File: src/hw/cpt_pkg.sv
// Behaviour
// - Input clock divided by four into rotating one-hot phases one to four.
// - Program counter advances at phase one; fetched word latched at phase four.
// - Next fetch overlaps execution, giving one instruction per cycle.
// - Any change of program counter discards the fetched word, executing a no-operation.
// - Operand read in phase two, result written back in phase four.
// - Status bit five picks bank one when set, bank zero when clear.
// - Each bank spans 128 addresses; special registers low, general storage above.
// - Frequently used special registers appear in both banks as one register.
// - Access is direct or through the pointer; offset zero is no register.
// - Peripheral flags set on their event regardless of any enable.
package cpt_pkg;

  // ----------------------------------------
  // Core widths and reset values
  // ----------------------------------------
  localparam int PC_W = 13;
  localparam int IW = 14;
  localparam logic [PC_W-1:0] PC_ONE = 13'h0001;
  localparam logic [3:0] PH_RESET = 4'h1;
  localparam logic [7:0] STAT_RESET = 8'h18;
  localparam logic CTRL_RUN_RESET = 1'b1;

  // ----------------------------------------
  // File map offsets
  // ----------------------------------------
  localparam logic [7:0] BANK1 = 8'h80;
  localparam logic [7:0] A_TMR = 8'h01;
  localparam logic [7:0] A_CNT_LO = 8'h02;
  localparam logic [7:0] A_STAT = 8'h03;
  localparam logic [7:0] A_PTR = 8'h04;
  localparam logic [7:0] A_PORT_A = 8'h05;
  localparam logic [7:0] A_PORT_B = 8'h06;
  localparam logic [7:0] A_ADC0 = 8'h08;
  localparam logic [7:0] A_RESULT = 8'h09;
  localparam logic [7:0] A_PCH = 8'h0a;
  localparam logic [7:0] A_INTC = 8'h0b;
  localparam logic [7:0] A_PIR = 8'h0c;
  localparam logic [7:0] A_OPT = 8'h81;
  localparam logic [7:0] A_DIR_A = 8'h85;
  localparam logic [7:0] A_DIR_B = 8'h86;
  localparam logic [7:0] A_PWR_CTL = 8'h87;
  localparam logic [7:0] A_ADC1 = 8'h88;
  localparam logic [7:0] GPR_BASE = 8'h0d;
  localparam logic [6:0] MIRROR_LO = 7'h0c;
  localparam int N_PLAIN = 10;

  // ----------------------------------------
  // Field positions and masks
  // ----------------------------------------
  localparam int STAT_BANK = 5;
  localparam int STAT_Z = 2;
  localparam int STAT_C = 0;
  localparam logic [7:0] STAT_WMASK = 8'he7;
  localparam logic [7:0] PCH_MASK = 8'h1f;
  localparam int INTC_GLOBAL_EN = 7;

  // ----------------------------------------
  // Opcodes
  // ----------------------------------------
  localparam logic [1:0] GRP_BYTE = 2'b00;
  localparam logic [1:0] GRP_BIT = 2'b01;
  localparam logic [1:0] GRP_JUMP = 2'b10;
  localparam logic [1:0] GRP_LIT = 2'b11;
  localparam logic [3:0] OP_MOVWF = 4'h0;
  localparam logic [3:0] OP_CLR = 4'h1;
  localparam logic [3:0] OP_ADD = 4'h7;
  localparam logic [3:0] OP_MOVF = 4'h8;
  localparam logic [3:0] OP_INC = 4'ha;
  localparam logic [1:0] OP_BCLR = 2'b00;
  localparam logic [1:0] OP_BSET = 2'b01;
  localparam logic [1:0] OP_SKC = 2'b10;
  localparam logic [1:0] OP_SKS = 2'b11;
  localparam logic [1:0] OP_MOVLW = 2'b00;

  // ----------------------------------------
  // Bus window
  // ----------------------------------------
  localparam int APB_AW = 12;
  localparam int FILE_LSB = 2;
  localparam int OWN_BIT = 10;
  localparam logic [7:0] CTRL_IDX = 8'h00;
  localparam logic [7:0] CSTAT_IDX = 8'h01;
  localparam logic [7:0] WREG_IDX = 8'h02;

  typedef enum logic [3:0] {
    K_NONE, K_GPR, K_CNT_LO, K_STAT, K_PTR, K_PCH, K_INTC, K_PIR, K_PLAIN
  } cpt_kind_t;

  typedef struct packed {
    cpt_kind_t kind;
    logic [7:0] idx;
  } cpt_map_t;

  typedef struct packed {
    logic psel;
    logic penable;
    logic pwrite;
    logic [APB_AW-1:0] paddr;
    logic [31:0] pwdata;
  } cpt_apb_req_t;

  typedef struct packed {
    logic [31:0] prdata;
    logic pready;
    logic pslverr;
  } cpt_apb_rsp_t;

endpackage

File: src/hw/cpt_core.sv
// The implementer's own choice: the APB slave port.
`timescale 1ns/1ps
`default_nettype none
module cpt_core #(
  parameter logic [7:0] GPR_TOP = 8'h2f
) (
  input wire logic ref_clk,
  input wire logic rstn,
  input wire cpt_pkg::cpt_apb_req_t apb_i,
  output cpt_pkg::cpt_apb_rsp_t apb_o,
  output logic [cpt_pkg::PC_W-1:0] prog_addr,
  input wire logic [cpt_pkg::IW-1:0] prog_data,
  input wire logic [7:0] irq_event,
  output logic [3:0] phase
);
  import cpt_pkg::*;

  localparam int GPR_N = int'(GPR_TOP) - int'(GPR_BASE) + 1;

  generate
    if (GPR_TOP < GPR_BASE || GPR_TOP > 8'h7f)
    begin : g_bad
      $error("GPR_TOP outside the bank");
    end
  endgenerate

  typedef struct packed {
    logic [3:0] ph;
    logic run;
    logic started;
    logic [PC_W-1:0] pc;
    logic [IW-1:0] ir;
    logic irv;
    logic br;
    logic [PC_W-1:0] tgt;
    logic [7:0] opnd;
    logic [7:0] w;
    logic [7:0] stat;
    logic [7:0] ind_ptr;
    logic [7:0] pch;
    logic [7:0] intc;
    logic [7:0] pir;
    logic [N_PLAIN-1:0][7:0] plain;
    logic [GPR_N-1:0][7:0] gpr;
    logic [31:0] prdata;
    logic done;
    logic err;
  } cpt_state_t;

  cpt_state_t r;
  cpt_state_t n;
  cpt_map_t m_op;
  cpt_map_t m_bus;
  logic [8:0] res;
  logic [7:0] bmask;
  logic [7:0] bidx;
  logic [31:0] own_rd;
  logic wr_f;
  logic wr_w;
  logic fz;
  logic fc;
  logic jump;
  logic skip;
  logic cnt_lo_jump;
  logic flush;
  logic own;
  logic own_ok;
  logic slot;

  // ----------------------------------------
  // Address decode
  // ----------------------------------------
  function automatic cpt_map_t map_addr(input logic [7:0] a_in, input logic [7:0] ptr);
    cpt_map_t m;
    logic [7:0] a;
    m.kind = K_NONE;
    m.idx = 8'h00;
    a = (a_in[6:0] == 7'h00) ? ptr : a_in;
    if (a[7] && a[6:0] >= MIRROR_LO && {1'b0, a[6:0]} <= GPR_TOP)
      a = {1'b0, a[6:0]};
    if (!a[7] && a >= GPR_BASE && a <= GPR_TOP)
    begin
      m.kind = K_GPR;
      m.idx = a - GPR_BASE;
    end
    else
    begin
      case (a)
        A_TMR: m = '{K_PLAIN, 8'h00};
        A_CNT_LO, A_CNT_LO | BANK1: m.kind = K_CNT_LO;
        A_STAT, A_STAT | BANK1: m.kind = K_STAT;
        A_PTR, A_PTR | BANK1: m.kind = K_PTR;
        A_PORT_A: m = '{K_PLAIN, 8'h01};
        A_PORT_B: m = '{K_PLAIN, 8'h02};
        A_ADC0: m = '{K_PLAIN, 8'h03};
        A_RESULT, A_RESULT | BANK1: m = '{K_PLAIN, 8'h04};
        A_PCH, A_PCH | BANK1: m.kind = K_PCH;
        A_INTC, A_INTC | BANK1: m.kind = K_INTC;
        A_PIR: m.kind = K_PIR;
        A_OPT: m = '{K_PLAIN, 8'h05};
        A_DIR_A: m = '{K_PLAIN, 8'h06};
        A_DIR_B: m = '{K_PLAIN, 8'h07};
        A_PWR_CTL: m = '{K_PLAIN, 8'h08};
        A_ADC1: m = '{K_PLAIN, 8'h09};
        default: m.kind = K_NONE;
      endcase
    end
    return m;
  endfunction

  function automatic logic [7:0] rd(input cpt_state_t s, input cpt_map_t m);
    case (m.kind)
      K_GPR: rd = s.gpr[m.idx];
      K_CNT_LO: rd = s.pc[7:0];
      K_STAT: rd = s.stat;
      K_PTR: rd = s.ind_ptr;
      K_PCH: rd = s.pch;
      K_INTC: rd = s.intc;
      K_PIR: rd = s.pir;
      K_PLAIN: rd = s.plain[m.idx[3:0]];
      default: rd = 8'h00;
    endcase
  endfunction

  // Writes to the counter low byte are branches, handled by the core only
  function automatic cpt_state_t wr(input cpt_state_t s_in, input cpt_map_t m, input logic [7:0] v);
    cpt_state_t s;
    s = s_in;
    case (m.kind)
      K_GPR: s.gpr[m.idx] = v;
      K_STAT: s.stat = (v & STAT_WMASK) | (s_in.stat & ~STAT_WMASK);
      K_PTR: s.ind_ptr = v;
      K_PCH: s.pch = v & PCH_MASK;
      K_INTC: s.intc = v;
      K_PIR: s.pir = v;
      K_PLAIN: s.plain[m.idx[3:0]] = v;
      default: s = s_in;
    endcase
    return s;
  endfunction

  // ----------------------------------------
  // Next state
  // ----------------------------------------
  always_comb
  begin
    n = r;
    m_op = map_addr({r.stat[STAT_BANK], r.ir[6:0]}, r.ind_ptr);
    m_bus = map_addr(apb_i.paddr[FILE_LSB+7:FILE_LSB], r.ind_ptr);
    res = 9'h000;
    wr_f = 1'b0;
    wr_w = 1'b0;
    fz = 1'b0;
    fc = 1'b0;
    jump = 1'b0;
    skip = 1'b0;
    bidx = {5'h00, r.ir[9:7]};
    bmask = 8'h01 << r.ir[9:7];
    case (r.ir[13:12])
      GRP_BYTE:
      begin
        case (r.ir[11:8])
          OP_MOVWF:
          begin
            res = {1'b0, r.w};
            wr_f = r.ir[7];
          end
          OP_CLR:
          begin
            wr_f = r.ir[7];
            wr_w = !r.ir[7];
            fz = 1'b1;
          end
          OP_ADD:
          begin
            res = {1'b0, r.opnd} + {1'b0, r.w};
            wr_f = r.ir[7];
            wr_w = !r.ir[7];
            fz = 1'b1;
            fc = 1'b1;
          end
          OP_MOVF:
          begin
            res = {1'b0, r.opnd};
            wr_f = r.ir[7];
            wr_w = !r.ir[7];
            fz = 1'b1;
          end
          OP_INC:
          begin
            res = {1'b0, r.opnd} + 9'h001;
            wr_f = r.ir[7];
            wr_w = !r.ir[7];
            fz = 1'b1;
          end
          default: res = 9'h000;
        endcase
      end
      GRP_BIT:
      begin
        case (r.ir[11:10])
          OP_BCLR:
          begin
            res = {1'b0, r.opnd & ~bmask};
            wr_f = 1'b1;
          end
          OP_BSET:
          begin
            res = {1'b0, r.opnd | bmask};
            wr_f = 1'b1;
          end
          OP_SKC: skip = !r.opnd[bidx[2:0]];
          OP_SKS: skip = r.opnd[bidx[2:0]];
          default: skip = 1'b0;
        endcase
      end
      GRP_JUMP: jump = 1'b1;
      GRP_LIT:
      begin
        if (r.ir[11:10] == OP_MOVLW)
        begin
          res = {1'b0, r.ir[7:0]};
          wr_w = 1'b1;
        end
      end
      default: jump = 1'b0;
    endcase
    cnt_lo_jump = wr_f && (m_op.kind == K_CNT_LO);
    flush = r.irv && (jump || skip || cnt_lo_jump);

    // ----------------------------------------
    // Phase and pipeline
    // ----------------------------------------
    if (r.run)
    begin
      n.ph = {r.ph[2:0], r.ph[3]};
      if (r.ph[0])
      begin
        if (r.started)
        begin
          n.pc = r.br ? r.tgt : r.pc + PC_ONE;
          n.br = 1'b0;
        end
        else
          n.started = 1'b1;
      end
      if (r.ph[1] && r.irv)
        n.opnd = rd(r, m_op);
      if (r.ph[3])
      begin
        if (r.irv)
        begin
          if (wr_w)
            n.w = res[7:0];
          if (cnt_lo_jump)
          begin
            n.tgt = {r.pch[4:0], res[7:0]};
            n.br = 1'b1;
          end
          else if (wr_f)
            n = wr(n, m_op, res[7:0]);
          if (fz)
            n.stat[STAT_Z] = (res[7:0] == 8'h00);
          if (fc)
            n.stat[STAT_C] = res[8];
          if (jump)
          begin
            n.tgt = {r.pch[4:3], r.ir[10:0]};
            n.br = 1'b1;
          end
        end
        n.ir = prog_data;
        n.irv = r.started && !flush;
      end
    end

    // ----------------------------------------
    // Bus slave
    // ----------------------------------------
    // While running, bus slots sit in phase two, where the core only reads data memory, and bus writes land in phase three; halted, every cycle is a slot
    own = apb_i.paddr[OWN_BIT];
    case (apb_i.paddr[FILE_LSB+7:FILE_LSB])
      CTRL_IDX: own_rd = {31'h0, r.run};
      CSTAT_IDX: own_rd = {18'h0, r.irv, r.pc};
      WREG_IDX: own_rd = {24'h0, r.w};
      default: own_rd = 32'h0;
    endcase
    own_ok = apb_i.paddr[FILE_LSB+7:FILE_LSB] <= WREG_IDX;
    slot = r.ph[1] || !r.run;
    if (apb_i.psel && apb_i.penable)
    begin
      if (!r.done)
      begin
        if (slot)
        begin
          n.done = 1'b1;
          n.err = own && !own_ok;
          n.prdata = own ? own_rd : {24'h0, rd(r, m_bus)};
        end
      end
      else
      begin
        n.done = 1'b0;
        if (apb_i.pwrite && !r.err)
        begin
          if (!own)
            n = wr(n, m_bus, apb_i.pwdata[7:0]);
          else if (apb_i.paddr[FILE_LSB+7:FILE_LSB] == CTRL_IDX)
            n.run = apb_i.pwdata[0];
        end
      end
    end
    else
      n.done = 1'b0;

    // Set wins over any clear in the same cycle
    n.pir = n.pir | irq_event;
  end

  // ----------------------------------------
  // State register
  // ----------------------------------------
  always_ff @(posedge ref_clk)
  begin
    if (!rstn)
    begin
      r <= '0;
      r.ph <= PH_RESET;
      r.run <= CTRL_RUN_RESET;
      r.stat <= STAT_RESET;
    end
    else
      r <= n;
  end

  assign prog_addr = r.pc;
  assign phase = r.ph;
  assign apb_o.prdata = r.prdata;
  assign apb_o.pready = r.done;
  assign apb_o.pslverr = r.done && r.err;

endmodule
`default_nettype wire

File: config.mk
export PLATFORM = sky130hd
export DESIGN_NAME = cpt_core
export DESIGN_NICKNAME = d
export VERILOG_FILES = /design/src/hw/cpt_pkg.sv /design/src/hw/cpt_core.sv
export SDC_FILE = /design/constraint.sdc
export NUM_CORES = 2
export LEC_CHECK = 0
export BUFFER_PORTS_ARGS = -buffer_cell sky130_fd_sc_hd__buf_2
export CAP_MARGIN = 0
export CELL_PAD_IN_SITES_DETAIL_PLACEMENT = 1
export CELL_PAD_IN_SITES_GLOBAL_PLACEMENT = 2
export CORE_ASPECT_RATIO = 0.6
export CORE_MARGIN = 3
export CORE_UTILIZATION = 41
export CTS_CLUSTER_DIAMETER = 40
export DETAILED_ROUTE_END_ITERATION = 10
export PLACE_DENSITY = 0.95
export SLEW_MARGIN = 10
export SYNTH_ARGS = -nofsm -noshare
export SYNTH_HDL_FRONTEND = slang
export SYNTH_SLANG_ARGS = --single-unit
export TNS_END_PERCENT = 10
File: constraint.sdc
create_clock -name ref_clk -period 9.01 [get_ports ref_clk]
set_input_delay 2.2525 -clock ref_clk [delete_from_list [all_inputs] [get_ports ref_clk]]
set_output_delay 2.2525 -clock ref_clk [all_outputs]
set_load 0.005 [all_outputs]
==> results.md <==
Status:
- The flow ran to the end, and the final reports show no timing, DRC or antenna violations.

STA:
- The total negative setup slack is 0 ns.
- The clock skew is between 0.02 and 0.025 ns.
- After layout, the minimum clock period comes to between 7 and 8 ns.
- Setup repair after global routing left no endpoint under its margin.
- The slew at the pin closest to its max-slew limit is 1.35 ns.
- The tightest hold path in the finished design has a slack of roughly 0.48 ns.
- The final worst setup slack is ~1.1 ns.
- The total count of hold-check failures in the final report is 0.
- The final max-slew violation count is 0.
- The final count of negative-setup-slack endpoints is 0.
- The tightest slew margin relative to the limit is 0.0995.
- Dividing the final minimum period by the clock period gives 0.875.
- The maximum operating frequency is between 100 and 150 MHz.

Die:
- The row count is just under 80.
- The area enclosed by the die boundary is 0.0837 mm2.
- The core box area is approximately 0.078 mm2.
- The initial core utilization is 0.419.
- The overall die height is between 200 and 250 um.
- The floorplan step set the die width to 371 um.
- The number of primary I/O pins is 122.

Cells and area:
- The final layout contains 4180 nets.
- The filler cells instantiated in the layout total 9496.
- Compared with the post-synthesis result, the final layout area differs by 9.87%.
- The ratio of cells with drive above 1 in the final layout is 0.106.
- The final standard cell count with taps included and fillers excluded is 5195.
- Summing all flip-flop and latch instances after layout gives roughly 0.0096 mm2.
- The multi-input combinational cells in the finished layout cover a total of 0.0214 mm2.
- The post-layout utilization of the core is 0.460.
- After routing the design area is around 0.036 mm2.

Synthesis:
- The number of different library cells in the post-synthesis netlist is just over 90.
- The most used flip-flop cell after synthesis is dfxtp_1.
- The synthesized design contains 0 enable-type register cells.
- After synthesis, the share of flip-flops with an asynchronous set or reset is 0.
- Of the synthesized area, sequential elements account for 0.291.
- The post-synthesis cell area is 0.0329 mm2.
- The flop and latch count out of synthesis is 478.
- The synthesis warning total is 0.
- The cell count after synthesis came out at roughly 4200.
- After synthesis, the mean cell area works out to between 7 and 8 um2.

Setup path:
- The critical path data required time is roughly 9.5 ns.
- Counting cells, the worst reg-to-reg path comes to 12.
- The worst endpoint data arrival time is between 8 and 9 ns.
- The critical path class is in2reg.
- The worst setup path is launched from a primary input.
- The worst setup path is captured at a flip-flop.
- Along the worst path, the maximum fanout reaches 16.

Power and ir drop:
- The largest vdd supply drop is 0.000122 V.
- The post-layout total power is roughly 5.7 mW.
- The analysis attributes to cell leakage a power of between 15 and 20 nW.
- The power per standard cell area is about 160 mW/mm2.

Clocking:
- The depth of the CTS H-tree is 3.
- The post-cts gate resize count is 0.
- The maximum number of buffers from clock root to sink is 3.
- TritonCTS built the clock tree.
- The post-cts hold buffer count is 0.
- The post-CTS setup-driven buffer insertion count is 0.
- The root buffer cell is clkbuf_16.
- The number of sinks handled by clock tree synthesis is ~480.
- The clock network latency to the later pin of the worst-skew pair is roughly 0.66 ns.
- The CTS buffer count is 68.
- Clock-pin slew was measured on the worst setup and hold paths at ~0.06 ns.

Job:
- Across the run, the number of max-cap violations was 0.

Placement:
- The count of buffers added on input and output ports is 76.
- Summed over all nets, the half-perimeter wirelength after detailed placement is 114000 um.
- The number of cells in the design after placement is a little over 5000.
- The final RePlAce weighted congestion is 1.02.
- Prior to clock tree synthesis, the placed netlist has a worst setup slack of a little under 1 ns.
- The cell area after placement is ~0.034 mm2.

Global route:
- In the global route stage, overall resource usage came out at 0.385.
- The initial antenna violation count was 15.
- The number of global-route vias before repair is approximately 34000.
- Entering global routing, the biggest net connects approximately 250 pins.
- The total overflow left after global routing is 0.
- The first global-routing pass estimated about 240000 um of wire.

Detailed routing:
- The first routing iteration left between 6000 and 7000 violations.
- The total via count in the routed design is roughly 36000.
- Dividing the detail-routed wire length by the instance count gives between 30 and 40 um.
- The via-per-instance ratio is approximately 6.9.
- For this run, the detailed router's first-pass iteration total came to 8.
- The count of nets left with antenna violations once routing finished came out at 0.
- For this run, design rule violations remaining after detail routing come to 0.
- After detailed routing, the total wire length is 166000 um.

Min path:
- The class of the worst hold path is reg2reg.
- The worst hold path was traced through 2 stages.
[final timing paths]
path / end / slack [ns] / start
worst min-delay path: apb_o[15]$_SDFFE_PN0P_ / 0.48 / apb_o[15]$_SDFFE_PN0P_
worst min register to register: apb_o[15]$_SDFFE_PN0P_ / 0.48 / apb_o[15]$_SDFFE_PN0P_
worst max-delay path: r[189]$_SDFF_PN0_ / 1.13 / apb_i[39]
worst max register to register: r[220]$_SDFF_PN0_ / 2.35 / r[470]$_SDFFE_PN0P_
[power breakdown]
group	switching [mW]	internal (mW)
Sequential	0.0177	2.12
Combinational	0.545	0.157
Clock	1.18	1.65
Total	1.74	3.93
[critical path: stages]
cell,delay (ns)
buf_2,0.17
nor3_1,0.21
buf_4,0.23
a41oi_1,0.31
inv_1,0.21
ha_1,0.42
nor4b_1,0.83
nor4_2,0.17
nor2_1,0.56
o21ai_0,0.49
or3_1,0.54
nor3_1,0.81
nand2_1,0.67
o21ai_0,0.38
a21oi_1,0.07
[per-layer routing]
layer  vias up  GRT usage  share of wire
met4        14      0.119          0.033
met2      2601      0.490           0.37
met3       427      0.186           0.18
li1      15100          -              -
met5         -          0        0.00051
met1     17800      0.557           0.42
[final cells by class]
cell class,count,share of cell area
multi-input cells,3307,0.593
flip-flops and latches,478,0.265
clock buffers,82,0.0517
repair buffers,196,0.0382
well taps,1053,0.0365
clock inverters,39,0.0119
inverters,37,0.00385
diodes,3,0.000208
[registers in the layout, indices dropped and copies added, names as in the netlist]
signal	count
r	443
phase	4
apb_o	15
prog_addr	13
bidx	3
[synth_stat cells, drive strengths merged (10+ instances only)]
library cell  number  area share
or3               13      0.0025
a211oi            29      0.0068
o21ai            294       0.045
mux4              11      0.0075
inv               37      0.0042
a22oi             43       0.010
mux2              22      0.0075
nand2b            15      0.0029
nor3b             10      0.0024
clkbuf           282       0.032
a21boi            23      0.0053
xnor2             10      0.0027
buf              157       0.028
a32oi             13      0.0037
nor3              81       0.014
ha                20      0.0076
o22ai             18      0.0034
nand3            263       0.041
nand4             31      0.0059
o21a              13      0.0030
a41oi             11      0.0029
a21oi            342       0.052
a31oi             50       0.010
nor2             136       0.016
and3              34      0.0065
o211a            171       0.052
and2              31      0.0060
mux2i            529        0.16
a311o             10      0.0030
a21o              11      0.0025
a311oi            20      0.0053
dfxtp            478        0.29
o211ai            32      0.0073
nor2b             30      0.0057
a221oi            17      0.0045
nor4              22      0.0082
nand2            793       0.091
[logic make-up after synthesis]
logic type      Yosys count  share of synthesized area
buf+inv                 476                     0.0641
fa+ha+maj                21                    0.00823
xor+xnor                 18                    0.00480
mux                     562                      0.176
compound gates         1197                      0.244
flops                   478                      0.291
simple gates           1491                      0.211
other cells               1                   0.000114
[placed cells by master, fill, tap and decap left out, types with 34 or more instances in the layout]
master / n
a21oi_1: 342
a22oi_1: 41
a31oi_1: 48
and3_1: 34
buf_2: 75
buf_4: 113
clkbuf_16: 71
dfxtp_1: 478
inv_1: 37
mux2i_1: 529
nand2_1: 788
nand3_1: 256
nor2_1: 118
nor3_1: 70
o211a_1: 171
o21ai_0: 291
Note: power is estimated with default switching activity, not from simulation.
